$ cat config.mk
export PLATFORM = sky130hd
export DESIGN_NAME = pirq_top
export DESIGN_NICKNAME = d
export VERILOG_FILES = /design/src/inc/pirq_pkg.sv /design/src/rtl/pirq_top.sv /design/src/rtl/pirq_vec_pick.sv
export SDC_FILE = /design/constraint.sdc
export NUM_CORES = 1
export LEC_CHECK = 0
export ABC_CLOCK_PERIOD_IN_PS = 12000
export BUFFER_PORTS_ARGS = -buffer_cell sky130_fd_sc_hd__buf_4
export CAP_MARGIN = 20
export CORE_MARGIN = 4
export CORE_UTILIZATION = 40
export DETAILED_ROUTE_END_ITERATION = 10
export GPL_ROUTABILITY_DRIVEN = 0
export HOLD_SLACK_MARGIN = 0.1
export PLACE_DENSITY_LB_ADDON = 0.3
export RECOVER_POWER = 100
export SKIP_LAST_GASP = 1
export SLEW_MARGIN = 0
export SYNTH_ARGS = -nofsm -noshare
export SYNTH_HDL_FRONTEND = slang
export SYNTH_SLANG_ARGS = --single-unit
export TNS_END_PERCENT = 10
$ cat constraint.sdc
create_clock -name core_clk -period 12 [get_ports core_clk]
set_input_delay 1.8 -clock core_clk [delete_from_list [all_inputs] [get_ports core_clk]]
set_output_delay 1.8 -clock core_clk [all_outputs]
set_load 0.005 [all_outputs]
$ cat src/inc/pirq_pkg.sv
package pirq_pkg;
   // ==========================================================
   // Widths
   localparam int ADDR_W  = 16;
   localparam int DATA_W  = 8;
   localparam int VEC_W   = 5;
   localparam int NSRC    = 23;
   localparam int NREGION = 32;
   localparam int RGN_W   = 5;
   localparam int FLAG_W  = 24;

   // ==========================================================
   // Peripheral base addresses, ascending
   localparam logic [ADDR_W-1:0] REGION_BASE [NREGION] = '{
      16'h0000, 16'h0004, 16'h0008, 16'h001C, 16'h0030, 16'h0040, 16'h0050, 16'h0060,
      16'h0080, 16'h00A0, 16'h0100, 16'h0110, 16'h0120, 16'h0140, 16'h0180, 16'h01C0,
      16'h0200, 16'h0400, 16'h0420, 16'h0440, 16'h0600, 16'h0680, 16'h0800, 16'h0810,
      16'h0820, 16'h0A00, 16'h0A40, 16'h0F00, 16'h1000, 16'h1100, 16'h1280, 16'h1300};
   localparam logic [ADDR_W-1:0] MAP_END     = 16'h1340;
   localparam logic [RGN_W-1:0]  RGN_RSTCTRL = 5'h05;
   localparam logic [RGN_W-1:0]  RGN_CPUINT  = 5'h0B;
   localparam logic [RGN_W-1:0]  RGN_SCAN_CHK = 5'h0C;
   localparam logic [RGN_W-1:0]  RGN_SYS_CFG  = 5'h1B;
   localparam logic [RGN_W-1:0]  RGN_NVMCTRL = 5'h1C;

   // ==========================================================
   // Register addresses
   localparam logic [ADDR_W-1:0] SYS_CFG_BASE   = 16'h0F00;
   localparam logic [ADDR_W-1:0] REV_ID_OFS     = 16'h0001;
   localparam logic [ADDR_W-1:0] ADR_REV_ID     = SYS_CFG_BASE + REV_ID_OFS;
   localparam logic [ADDR_W-1:0] ADR_IRQ_STATUS = 16'h0110;
   localparam logic [ADDR_W-1:0] ADR_IRQ_CLEAR  = 16'h0113;
   localparam logic [ADDR_W-1:0] ADR_IRQ_ENABLE = 16'h0116;
   localparam logic [ADDR_W-1:0] ADR_IRQ_VECTOR = 16'h0119;
   localparam int                IRQ_BYTES      = 3;

   // ==========================================================
   // Reset values
   localparam logic [FLAG_W-1:0] FLAG_RST   = 24'h000000;
   localparam logic [FLAG_W-1:0] ENABLE_RST = 24'h000000;
   localparam logic [DATA_W-1:0] RDATA_RST  = 8'h00;

   // ==========================================================
   // Source index to vector number
   localparam int NMI_SRC = 0;
   localparam logic [VEC_W-1:0] SRC_VEC [NSRC] = '{
      5'h01, 5'h02, 5'h03, 5'h04, 5'h05, 5'h06, 5'h07, 5'h08,
      5'h09, 5'h0A, 5'h0B, 5'h0C, 5'h0D, 5'h11, 5'h14, 5'h15,
      5'h18, 5'h19, 5'h1A, 5'h1B, 5'h1C, 5'h1D, 5'h1E};
   localparam logic [VEC_W-1:0] VEC_RESET = 5'h00;
   localparam logic [VEC_W-1:0] VEC_NMI   = 5'h01;

   function automatic logic vecAssigned(input logic [VEC_W-1:0] v);
      logic hit;
      hit = 1'b0;
      for (int i = 0; i < NSRC; i++) begin
         if (SRC_VEC[i] == v) begin
            hit = 1'b1;
         end
      end
      return hit;
   endfunction
endpackage

$ cat src/rtl/pirq_top.sv
// The plain strobed port and the placing of the registers were left to the implementer.
`timescale 1ns/1ps
// Operation
// - fixed base address per peripheral region
// - checksum unit at 0x0120, failure on vector 1
// - condition sets its sticky flag bit
// - enable bit written by software, held
// - request only when enable and flag set; source 0 (vector 1) requests on its flag alone
// - request stays until flag cleared
// - global enable off masks all maskable requests
// - one vector per instance, vector 0 reset
// - voltage monitor 2, pin ports 3 to 5
// - counter 6, periodic tick timer 7
// - timer A on vectors 8 to 12
// - serial interfaces on vectors 24 to 29
// - revision identifier readable by processor
// - revision at offset 0x01, read only
module pirq_top #(
   parameter logic [7:0] REV_ID = 8'h00 // Arbitrary value
) (
   input  wire logic                               core_clk,
   input  wire logic                               rst_n,
   input  wire logic [pirq_pkg::ADDR_W-1:0]        busAddr,
   input  wire logic [pirq_pkg::DATA_W-1:0]        busWrData,
   input  wire logic                               busWrEn,
   input  wire logic                               busRdEn,
   output logic      [pirq_pkg::DATA_W-1:0]        busRdData,
   input  wire logic [pirq_pkg::NSRC-1:0]          srcEvent,
   input  wire logic                               coreIntEn,
   output logic                                    irqOut,
   output logic                                    vecValid,
   output logic      [pirq_pkg::VEC_W-1:0]         vecNum,
   output logic                                    regionHit,
   output logic      [pirq_pkg::RGN_W-1:0]         regionSel
);

   // ==========================================================
   // Helper functions
   function automatic logic [pirq_pkg::RGN_W:0] decodeRegion(
      input logic [pirq_pkg::ADDR_W-1:0] a);
      logic [pirq_pkg::RGN_W:0] r;
      r = '0;
      for (int i = 0; i < pirq_pkg::NREGION; i++) begin
         if (a >= pirq_pkg::REGION_BASE[i] && a < pirq_pkg::MAP_END) begin
            r = {1'b1, pirq_pkg::RGN_W'(i)};
         end
      end
      return r;
   endfunction

   function automatic int laneOf(input logic [pirq_pkg::ADDR_W-1:0] a,
                                 input logic [pirq_pkg::ADDR_W-1:0] base);
      int l;
      l = -1;
      if (a >= base && a < base + pirq_pkg::ADDR_W'(pirq_pkg::IRQ_BYTES)) begin
         l = int'(a - base);
      end
      return l;
   endfunction

   function automatic logic [pirq_pkg::FLAG_W-1:0] laneMask(input int l,
                                                         input logic [7:0] d);
      logic [pirq_pkg::FLAG_W-1:0] m;
      m = '0;
      if (l >= 0) begin
         m[l*8 +: 8] = d;
      end
      return m;
   endfunction

   // ==========================================================
   // State
   logic [pirq_pkg::FLAG_W-1:0] flag_q, flag_d;
   logic [pirq_pkg::FLAG_W-1:0] enable_q, enable_d;
   logic [pirq_pkg::DATA_W-1:0] rdData_q, rdData_d;
   logic                        irq_q, irq_d;
   logic                        vecValid_q, vecValid_d;
   logic [pirq_pkg::VEC_W-1:0]  vecNum_q, vecNum_d;
   logic                        rgnHit_q, rgnHit_d;
   logic [pirq_pkg::RGN_W-1:0]  rgnSel_q, rgnSel_d;

   logic [pirq_pkg::NSRC-1:0]   pending;
   logic                        anyPending;
   logic [pirq_pkg::VEC_W-1:0]  pickVec;
   logic [pirq_pkg::FLAG_W-1:0] setMask, clrMask;
   logic [pirq_pkg::FLAG_W-1:0] srcWide;
   logic [pirq_pkg::RGN_W:0]    rgn;
   int                          clrLane, enLane, stLane;

   // ==========================================================
   // Request formation
   always_comb begin
      pending = flag_q[pirq_pkg::NSRC-1:0] & enable_q[pirq_pkg::NSRC-1:0];
      if (!coreIntEn) begin
         pending = '0;
      end
      pending[pirq_pkg::NMI_SRC] = flag_q[pirq_pkg::NMI_SRC];
   end

   pirq_vec_pick u_pick (
      .pending    (pending),
      .anyPending (anyPending),
      .vector     (pickVec)
   );

   // ==========================================================
   // Flags, enables and bus
   always_comb begin
      srcWide  = '0;
      srcWide[pirq_pkg::NSRC-1:0] = srcEvent;
      clrLane  = laneOf(busAddr, pirq_pkg::ADR_IRQ_CLEAR);
      enLane   = laneOf(busAddr, pirq_pkg::ADR_IRQ_STATUS == busAddr ? 16'h0000 :
                        pirq_pkg::ADR_IRQ_ENABLE);
      stLane   = laneOf(busAddr, pirq_pkg::ADR_IRQ_STATUS);
      setMask  = srcWide;
      clrMask  = busWrEn ? laneMask(clrLane, busWrData) : '0;
      flag_d   = (flag_q & ~clrMask) | setMask;
      flag_d[pirq_pkg::FLAG_W-1:pirq_pkg::NSRC] = '0;
      enable_d = enable_q;
      if (busWrEn && enLane >= 0) begin
         enable_d[enLane*8 +: 8] = busWrData;
      end
      enable_d[pirq_pkg::FLAG_W-1:pirq_pkg::NSRC] = '0;

      rdData_d = pirq_pkg::RDATA_RST;
      if (busRdEn) begin
         if (busAddr == pirq_pkg::ADR_REV_ID) begin
            rdData_d = REV_ID;
         end else if (stLane >= 0) begin
            rdData_d = flag_q[stLane*8 +: 8];
         end else if (enLane >= 0) begin
            rdData_d = enable_q[enLane*8 +: 8];
         end else if (busAddr == pirq_pkg::ADR_IRQ_VECTOR) begin
            rdData_d = {vecValid_q, 2'b00, vecNum_q};
         end
      end

      rgn      = decodeRegion(busAddr);
      rgnHit_d = rgnHit_q;
      rgnSel_d = rgnSel_q;
      if (busRdEn || busWrEn) begin
         rgnHit_d = rgn[pirq_pkg::RGN_W];
         rgnSel_d = rgn[pirq_pkg::RGN_W-1:0];
      end

      irq_d      = anyPending;
      vecValid_d = anyPending;
      vecNum_d   = pickVec;
   end

   always_ff @(posedge core_clk) begin
      if (!rst_n) begin
         flag_q     <= pirq_pkg::FLAG_RST;
         enable_q   <= pirq_pkg::ENABLE_RST;
         rdData_q   <= pirq_pkg::RDATA_RST;
         irq_q      <= 1'b0;
         vecValid_q <= 1'b0;
         vecNum_q   <= pirq_pkg::VEC_RESET;
         rgnHit_q   <= 1'b0;
         rgnSel_q   <= '0;
      end else begin
         flag_q     <= flag_d;
         enable_q   <= enable_d;
         rdData_q   <= rdData_d;
         irq_q      <= irq_d;
         vecValid_q <= vecValid_d;
         vecNum_q   <= vecNum_d;
         rgnHit_q   <= rgnHit_d;
         rgnSel_q   <= rgnSel_d;
      end
   end

   assign busRdData = rdData_q;
   assign irqOut    = irq_q;
   assign vecValid  = vecValid_q;
   assign vecNum    = vecNum_q;
   assign regionHit = rgnHit_q;
   assign regionSel = rgnSel_q;
endmodule

$ cat src/rtl/pirq_vec_pick.sv
`timescale 1ns/1ps
// Lowest pending vector; table is ascending so lowest source wins
module pirq_vec_pick (
   input  wire logic [pirq_pkg::NSRC-1:0]  pending,
   output logic                            anyPending,
   output logic      [pirq_pkg::VEC_W-1:0] vector
);
   always_comb begin
      anyPending = 1'b0;
      vector     = pirq_pkg::VEC_RESET;
      for (int i = pirq_pkg::NSRC - 1; i >= 0; i--) begin
         if (pending[i]) begin
            anyPending = 1'b1;
            vector     = pirq_pkg::SRC_VEC[i];
         end
      end
   end
endmodule

; Word-level counts from Yosys, hierarchy flattened
; Index checks and enable logic that the tools add are counted.
[classes]
n_eq_ne = 3
mux = 89
shifts = 6
n_lt_le_gt_ge = 41
n_reduce_logical = 42
n_bitwise = 7
addsub = 6
[op_table]
columns = op, count
row1 = two-way mux 6 bit, 32
row2 = ">= comparator 16 x 9 -> 1 bit, second input constant", 7
row3 = ">= comparator 16 x 12 -> 1 bit, second input constant", 6
row4 = ">= comparator 32 x 1 -> 1 bit, second input constant", 3
row5 = two-way mux 32 bit, 3
row6 = ">= comparator 16 x 11 -> 1 bit, second input constant", 5
row7 = AND 23 bit, 3
row8 = two-way mux 23 bit, 3
row9 = negator 32 -> 33 bit, 2
row10 = ">= comparator 16 x 13 -> 1 bit, second input constant", 4
row11 = indexed part select 24 x 32 -> 8 bit, 2
row12 = two-way mux 5 bit, 10
row13 = ">= comparator 16 x 7 -> 1 bit, second input constant", 3
row14 = logical AND 1 bit, 36
row15 = "subtractor 16 x 9 -> 17 bit, second input constant", 2
row16 = "variable shift 8 x 33 -> 23 bit, first input constant", 1
row17 = "variable shift 8 x 33 -> 24 bit, first input constant", 1
row18 = indexed part select 8 x 33 -> 23 bit, 1
row19 = indexed part select 8 x 33 -> 24 bit, 1
row20 = ">= comparator 16 x 8 -> 1 bit, second input constant", 2
row21 = "less-than comparator 16 x 9 -> 1 bit, second input constant", 2
row22 = bitwise mux 24 bit, 1
row23 = two-way mux 1 bit, 24
row24 = two-way mux 4 bit, 6
row25 = 27 further kinds, 34
[totals]
word_cells = 206
register_bits = 67

; Longest topological paths before layout
[depth]
word_depth = 34
mapped_depth = 19
ltp_nobuf = 17

; By module
; A second synthesis with hierarchy kept.
[unflattened]
cells_unflattened = 588
area_unflattened_um2 = 4624.4
[modules_own_cells]
columns = module, cells_each, seq_area_each_um2, instances, area_per_inst_um2
row1 = pirq_top, 541, 1321.3, 1, 4357.9
row2 = pirq_vec_pick, 47, 0.0, 1, 266.5

; Worst setup path after synthesis
; Ideal clock, no wire load.
[synth_path]
kind = in2reg
startpoint = input busAddr[8] (netlist bit)
endpoint = register enable_q[0] (netlist bit)
t_arrival_ns = 5.699
required_time_ns = 11.872
stages = 17
setup_slack_ns = 6.174
cell_sequence = clkbuf_1 -> or3b_2 -> nor4_1 -> nand3_1 -> inv_1 -> ha_1 -> nor4bb_1 -> o2111ai_1 -> nor2_1 -> and2_1 -> ha_1 -> nor2b_1 -> o2111ai_1 -> nor4bb_1 -> clkbuf_1 -> mux2i_1 -> nor2_1
[synth_via]
elab_chain_len = 9
elab_cells_between_ends = 14
cone_classes = add/sub: 3 / order compare: 3 / eq/ne: 1 / shift: 2 / mux: 3 / reduce/logical: 2
[synth_lines]
columns = element, line_no
row1 = start: declaration, pirq_top.sv:23  ; input wire logic [pirq_pkg::ADDR_W-1:0] busAddr,
row2 = == test 9 x 16 -> 1 bit, pirq_top.sv:112  ; enLane = laneOf(busAddr, pirq_pkg::ADR_IRQ_STATUS == busAddr ? 16'h0000 :
row3 = two-way mux 9 bit, pirq_top.sv:112
row4 = adder 9 x 2 -> 10 bit, pirq_top.sv:55  ; if (a >= base && a < base + pirq_pkg::ADDR_W'(pirq_pkg::IRQ_BYTES)) begin
row5 = less-than comparator 16 x 10 -> 1 bit, pirq_top.sv:55
row6 = logical AND 1 bit, pirq_top.sv:55
row7 = two-way mux 32 bit (*), pirq_top.sv:55
row8 = negator 32 -> 33 bit, pirq_top.sv:121  ; enable_d[enLane*8 +: 8] = busWrData;
row9 = indexed part select 8 x 33 -> 24 bit / variable shift 8 x 33 -> 24 bit (equally long branches), pirq_top.sv:121
row10 = bitwise mux 24 bit, pirq_top.sv:121
row11 = end signal: assignment, pirq_top.sv:154  ; enable_q <= pirq_pkg::ENABLE_RST;
row12 = end signal: assignment, pirq_top.sv:163  ; enable_q <= enable_d;
row13 = end: declaration, pirq_top.sv:74  ; logic [pirq_pkg::FLAG_W-1:0] enable_q, enable_d;
; Every way passes the cells marked *; elsewhere a longest branch is shown, timed or not.
; A chain may end at the register's enable or synchronous reset.

; Worst setup path in the final report
[layout_path]
startpoint = input busAddr[7] (netlist bit)
endpoint = register enable_q[11] (netlist bit)
; The elaborated chain is that of the path after synthesis.

==> flow_summary.json <==
{
  "status": "finished with violations",
  "violations": "max-capacitance violations, max-slew violations",
  "num_antenna_cells": 0,
  "drt_iter0_drc": 528,
  "antenna_found_initial": 0,
  "critPathMaxStageDelay_ns": 1.27,
  "syn_to_final_growth_pct": 17.7,
  "required_ns": 12.17,
  "use_met3": 0.0340,
  "grt_pass1_wl_mm": 23.9,
  "drcViolationCount": 0,
  "postRouteAntennaNets": 0,
  "final_net_count": 698,
  "clock_latency_ns": 0.35,
  "cts_resized": 0,
  "max-slew-margin-rel": -0.0836,
  "synth-seq-cells": 66,
  "ctsLongestPathBuffers": 2,
  "use_met1": 0.302,
  "core_area_um2": 10900,
  "wl_mm": 14.9,
  "layout_commonest_cell": "dfxtp_1",
  "synth_edf_count": 0,
  "finalClockSkew_ns": 0.00629,
  "hold_depth": 2,
  "ys_async_sr_fraction": 0,
  "endpoint_kind": "flip-flop",
  "synth_top_area_cell": "dfxtp_1",
  "htree_levels": 3,
  "pin_count": 73,
  "root_buffer": "clkbuf_8",
  "hpwl_mm": 10.8,
  "portBuffers": 72,
  "cp_slowest_cell": "nor3_1",
  "ys_warn_count": 0,
  "synth_area_leaders": "dfxtp_1 (30%), o21ai_0 (6.3%), mux2i_1 (5.8%), nand2_1 (4.4%), a31oi_1 (4.2%)",
  "synth.net_count": 647,
  "wire_per_inst_um": 19.2,
  "grt_start_max_net_pins": 39,
  "synth_area_um2": 4450,
  "initial_core_util": 0.409,
  "rows": 38,
  "finalCritPeriodShare": 0.592,
  "cp_max_fo": 14,
  "drive_gt1_frac": 0.146,
  "ys_types": 71,
  "power_uw": 537,
  "worstMarginPinSlew_ns": 1.61,
  "holdCritPathClass": "reg2reg",
  "die_h_um": 114,
  "drv_slew": 9,
  "finalHoldViolCount": 0,
  "final_cell_mix": "dfxtp_1 (66), o21ai_0 (56), nand2_1 (52)",
  "dr.pass1.iters": 5,
  "crit_chain": "clkbuf_1 -> or3b_2 -> nor4_1 -> nand3_1 -> inv_1 -> ha_1 -> nor4bb_1 -> o2111ai_1 -> nor2_1 -> and2_0 -> ha_1 -> and2_0 -> a21oi_1 -> o22ai_1 -> nand3_1 -> nor3_1 -> mux2i_1",
  "fin_crit_ns": 7.11,
  "track_usage": 0.231,
  "startpoint_type": "primary input",
  "leakagePower_nw": 2.05,
  "pre_cts_ws_ns": 5.51,
  "grt_overflow": 0,
  "vias_per_cell": 6.26,
  "vias": 4872,
  "worst_slack_ns": 4.89,
  "clkSinkCount": 66,
  "dieWidth_um": 114,
  "drv_cap": 1,
  "utilization": 0.481,
  "vdd_ir_drop_max_mv": 0.0961,
  "fin_cells": 778,
  "critPathKind": "in2reg",
  "busiest_layer": "met2",
  "dp_cells": 761,
  "p_per_area_nw_per_um2": 102,
  "dieArea_um2": 12900,
  "post_cts_buffers": 0,
  "yosysSeqAreaShare": 0.297,
  "hold_buffers": 0,
  "setup_violations": 0,
  "cts_made_buffers": 9,
  "cts_tree": "yes",
  "yosys.area.top_type_share": 0.297,
  "rsz0062_at_grt": "false",
  "avgSynthCellArea_um2": 7.65,
  "ys.flop_type": "dfxtp_1",
  "r2r_cells": 6,
  "netlist_instances": 582,
  "critical_path_arrival_ns": 7.28,
  "use_met2": 0.381,
  "path_clk_slew_ns": 0.07,
  "timing.fmax_mhz": 141,
  "tns_ns": 0,
  "first_global_vias": 4636
}
[stage by stage]
step | area [µm²] | hold WS (ns)
floorplan | 4450 | 0.443
global placement | 5050 | 0.467
detailed placement | 5050 | 0.476
CTS | 5290 | 0.492
global route | 5240 | 0.506
finish | 5240 | 0.500
[layout make-up]
| type | instances | area [µm²] |
|---|---|---|
| inverters | 36 | 135 |
| clock inverters | 5 | 103 |
| multi-input cells | 442 | 2820 |
| repair buffers | 78 | 559 |
| fillers | 1080 | 5650 |
| clock buffers | 11 | 131 |
| well taps | 140 | 175 |
| flip-flops and latches | 66 | 1320 |
[final timing paths]
path / slack [ns] / from / end
setup / recovery: 4.89 / busAddr[7] / enable_q[11]
hold / removal: 0.50 / enable_q[12] / enable_q[12]
setup reg to reg: 10.21 / flag_q[14] / vecNum[1]
hold reg to reg: 0.50 / enable_q[12] / enable_q[12]
[report_power, final]
part	internal (mW)	switching [mW]	total (mW)
combinational	0.0315	0.0467	0.0782
clock	0.138	0.0874	0.225
sequential	0.226	0.00775	0.234
total	0.395	0.142	0.537
[kinds of logic (layout without fill, tap and decap cells)]
family / count (synthesis) / count (layout) / share of synthesized area
XOR/XNOR: 7 / 7 / 0.0138
AO/OA/AOI/OAI: 198 / 198 / 0.291
flip-flops: 66 / 66 / 0.297
multiplexers: 28 / 28 / 0.0643
adder cells (fa/ha/maj): 13 / 13 / 0.0382
AND/OR/NAND/NOR: 196 / 196 / 0.230
buffers and inverters: 74 / 130 / 0.0660
[Yosys cell counts (8+ instances only)]
master / n
nand2_1: 52
a21oi_1: 36
mux2i_1: 26
or3_1: 9
nor3_1: 18
o21ai_0: 56
clkbuf_1: 33
nand3_1: 23
inv_1: 35
nor2_1: 27
and2_1: 11
nor2b_1: 8
a22o_1: 8
dfxtp_1: 66
o2111ai_1: 9
ha_1: 12
a31oi_1: 30
nand2b_1: 8
[critical path, delay by kind of cell]
kind                       cells  cell delay, ns
AOI/OAI and AO/OA              3            0.54
adders and majority gates      2            0.45
muxes                          1            0.21
buffers and inverters          2            0.61
and+or+nand+nor                9            3.65
[state kept, by name, summed over array words and instances (netlist names)]
name	flops
flag_q	23
regionHit	1
vecValid	1
busRdData	8
regionSel	5
enable_q	23
vecNum	5
[metal layers]
layer,share of wire,vias up
li1,-,2282
met1,0.42,2306
met2,0.47,235
met3,0.071,49
met4,0.035,0
met5,0,-
(Power assumes the default switching activity.)
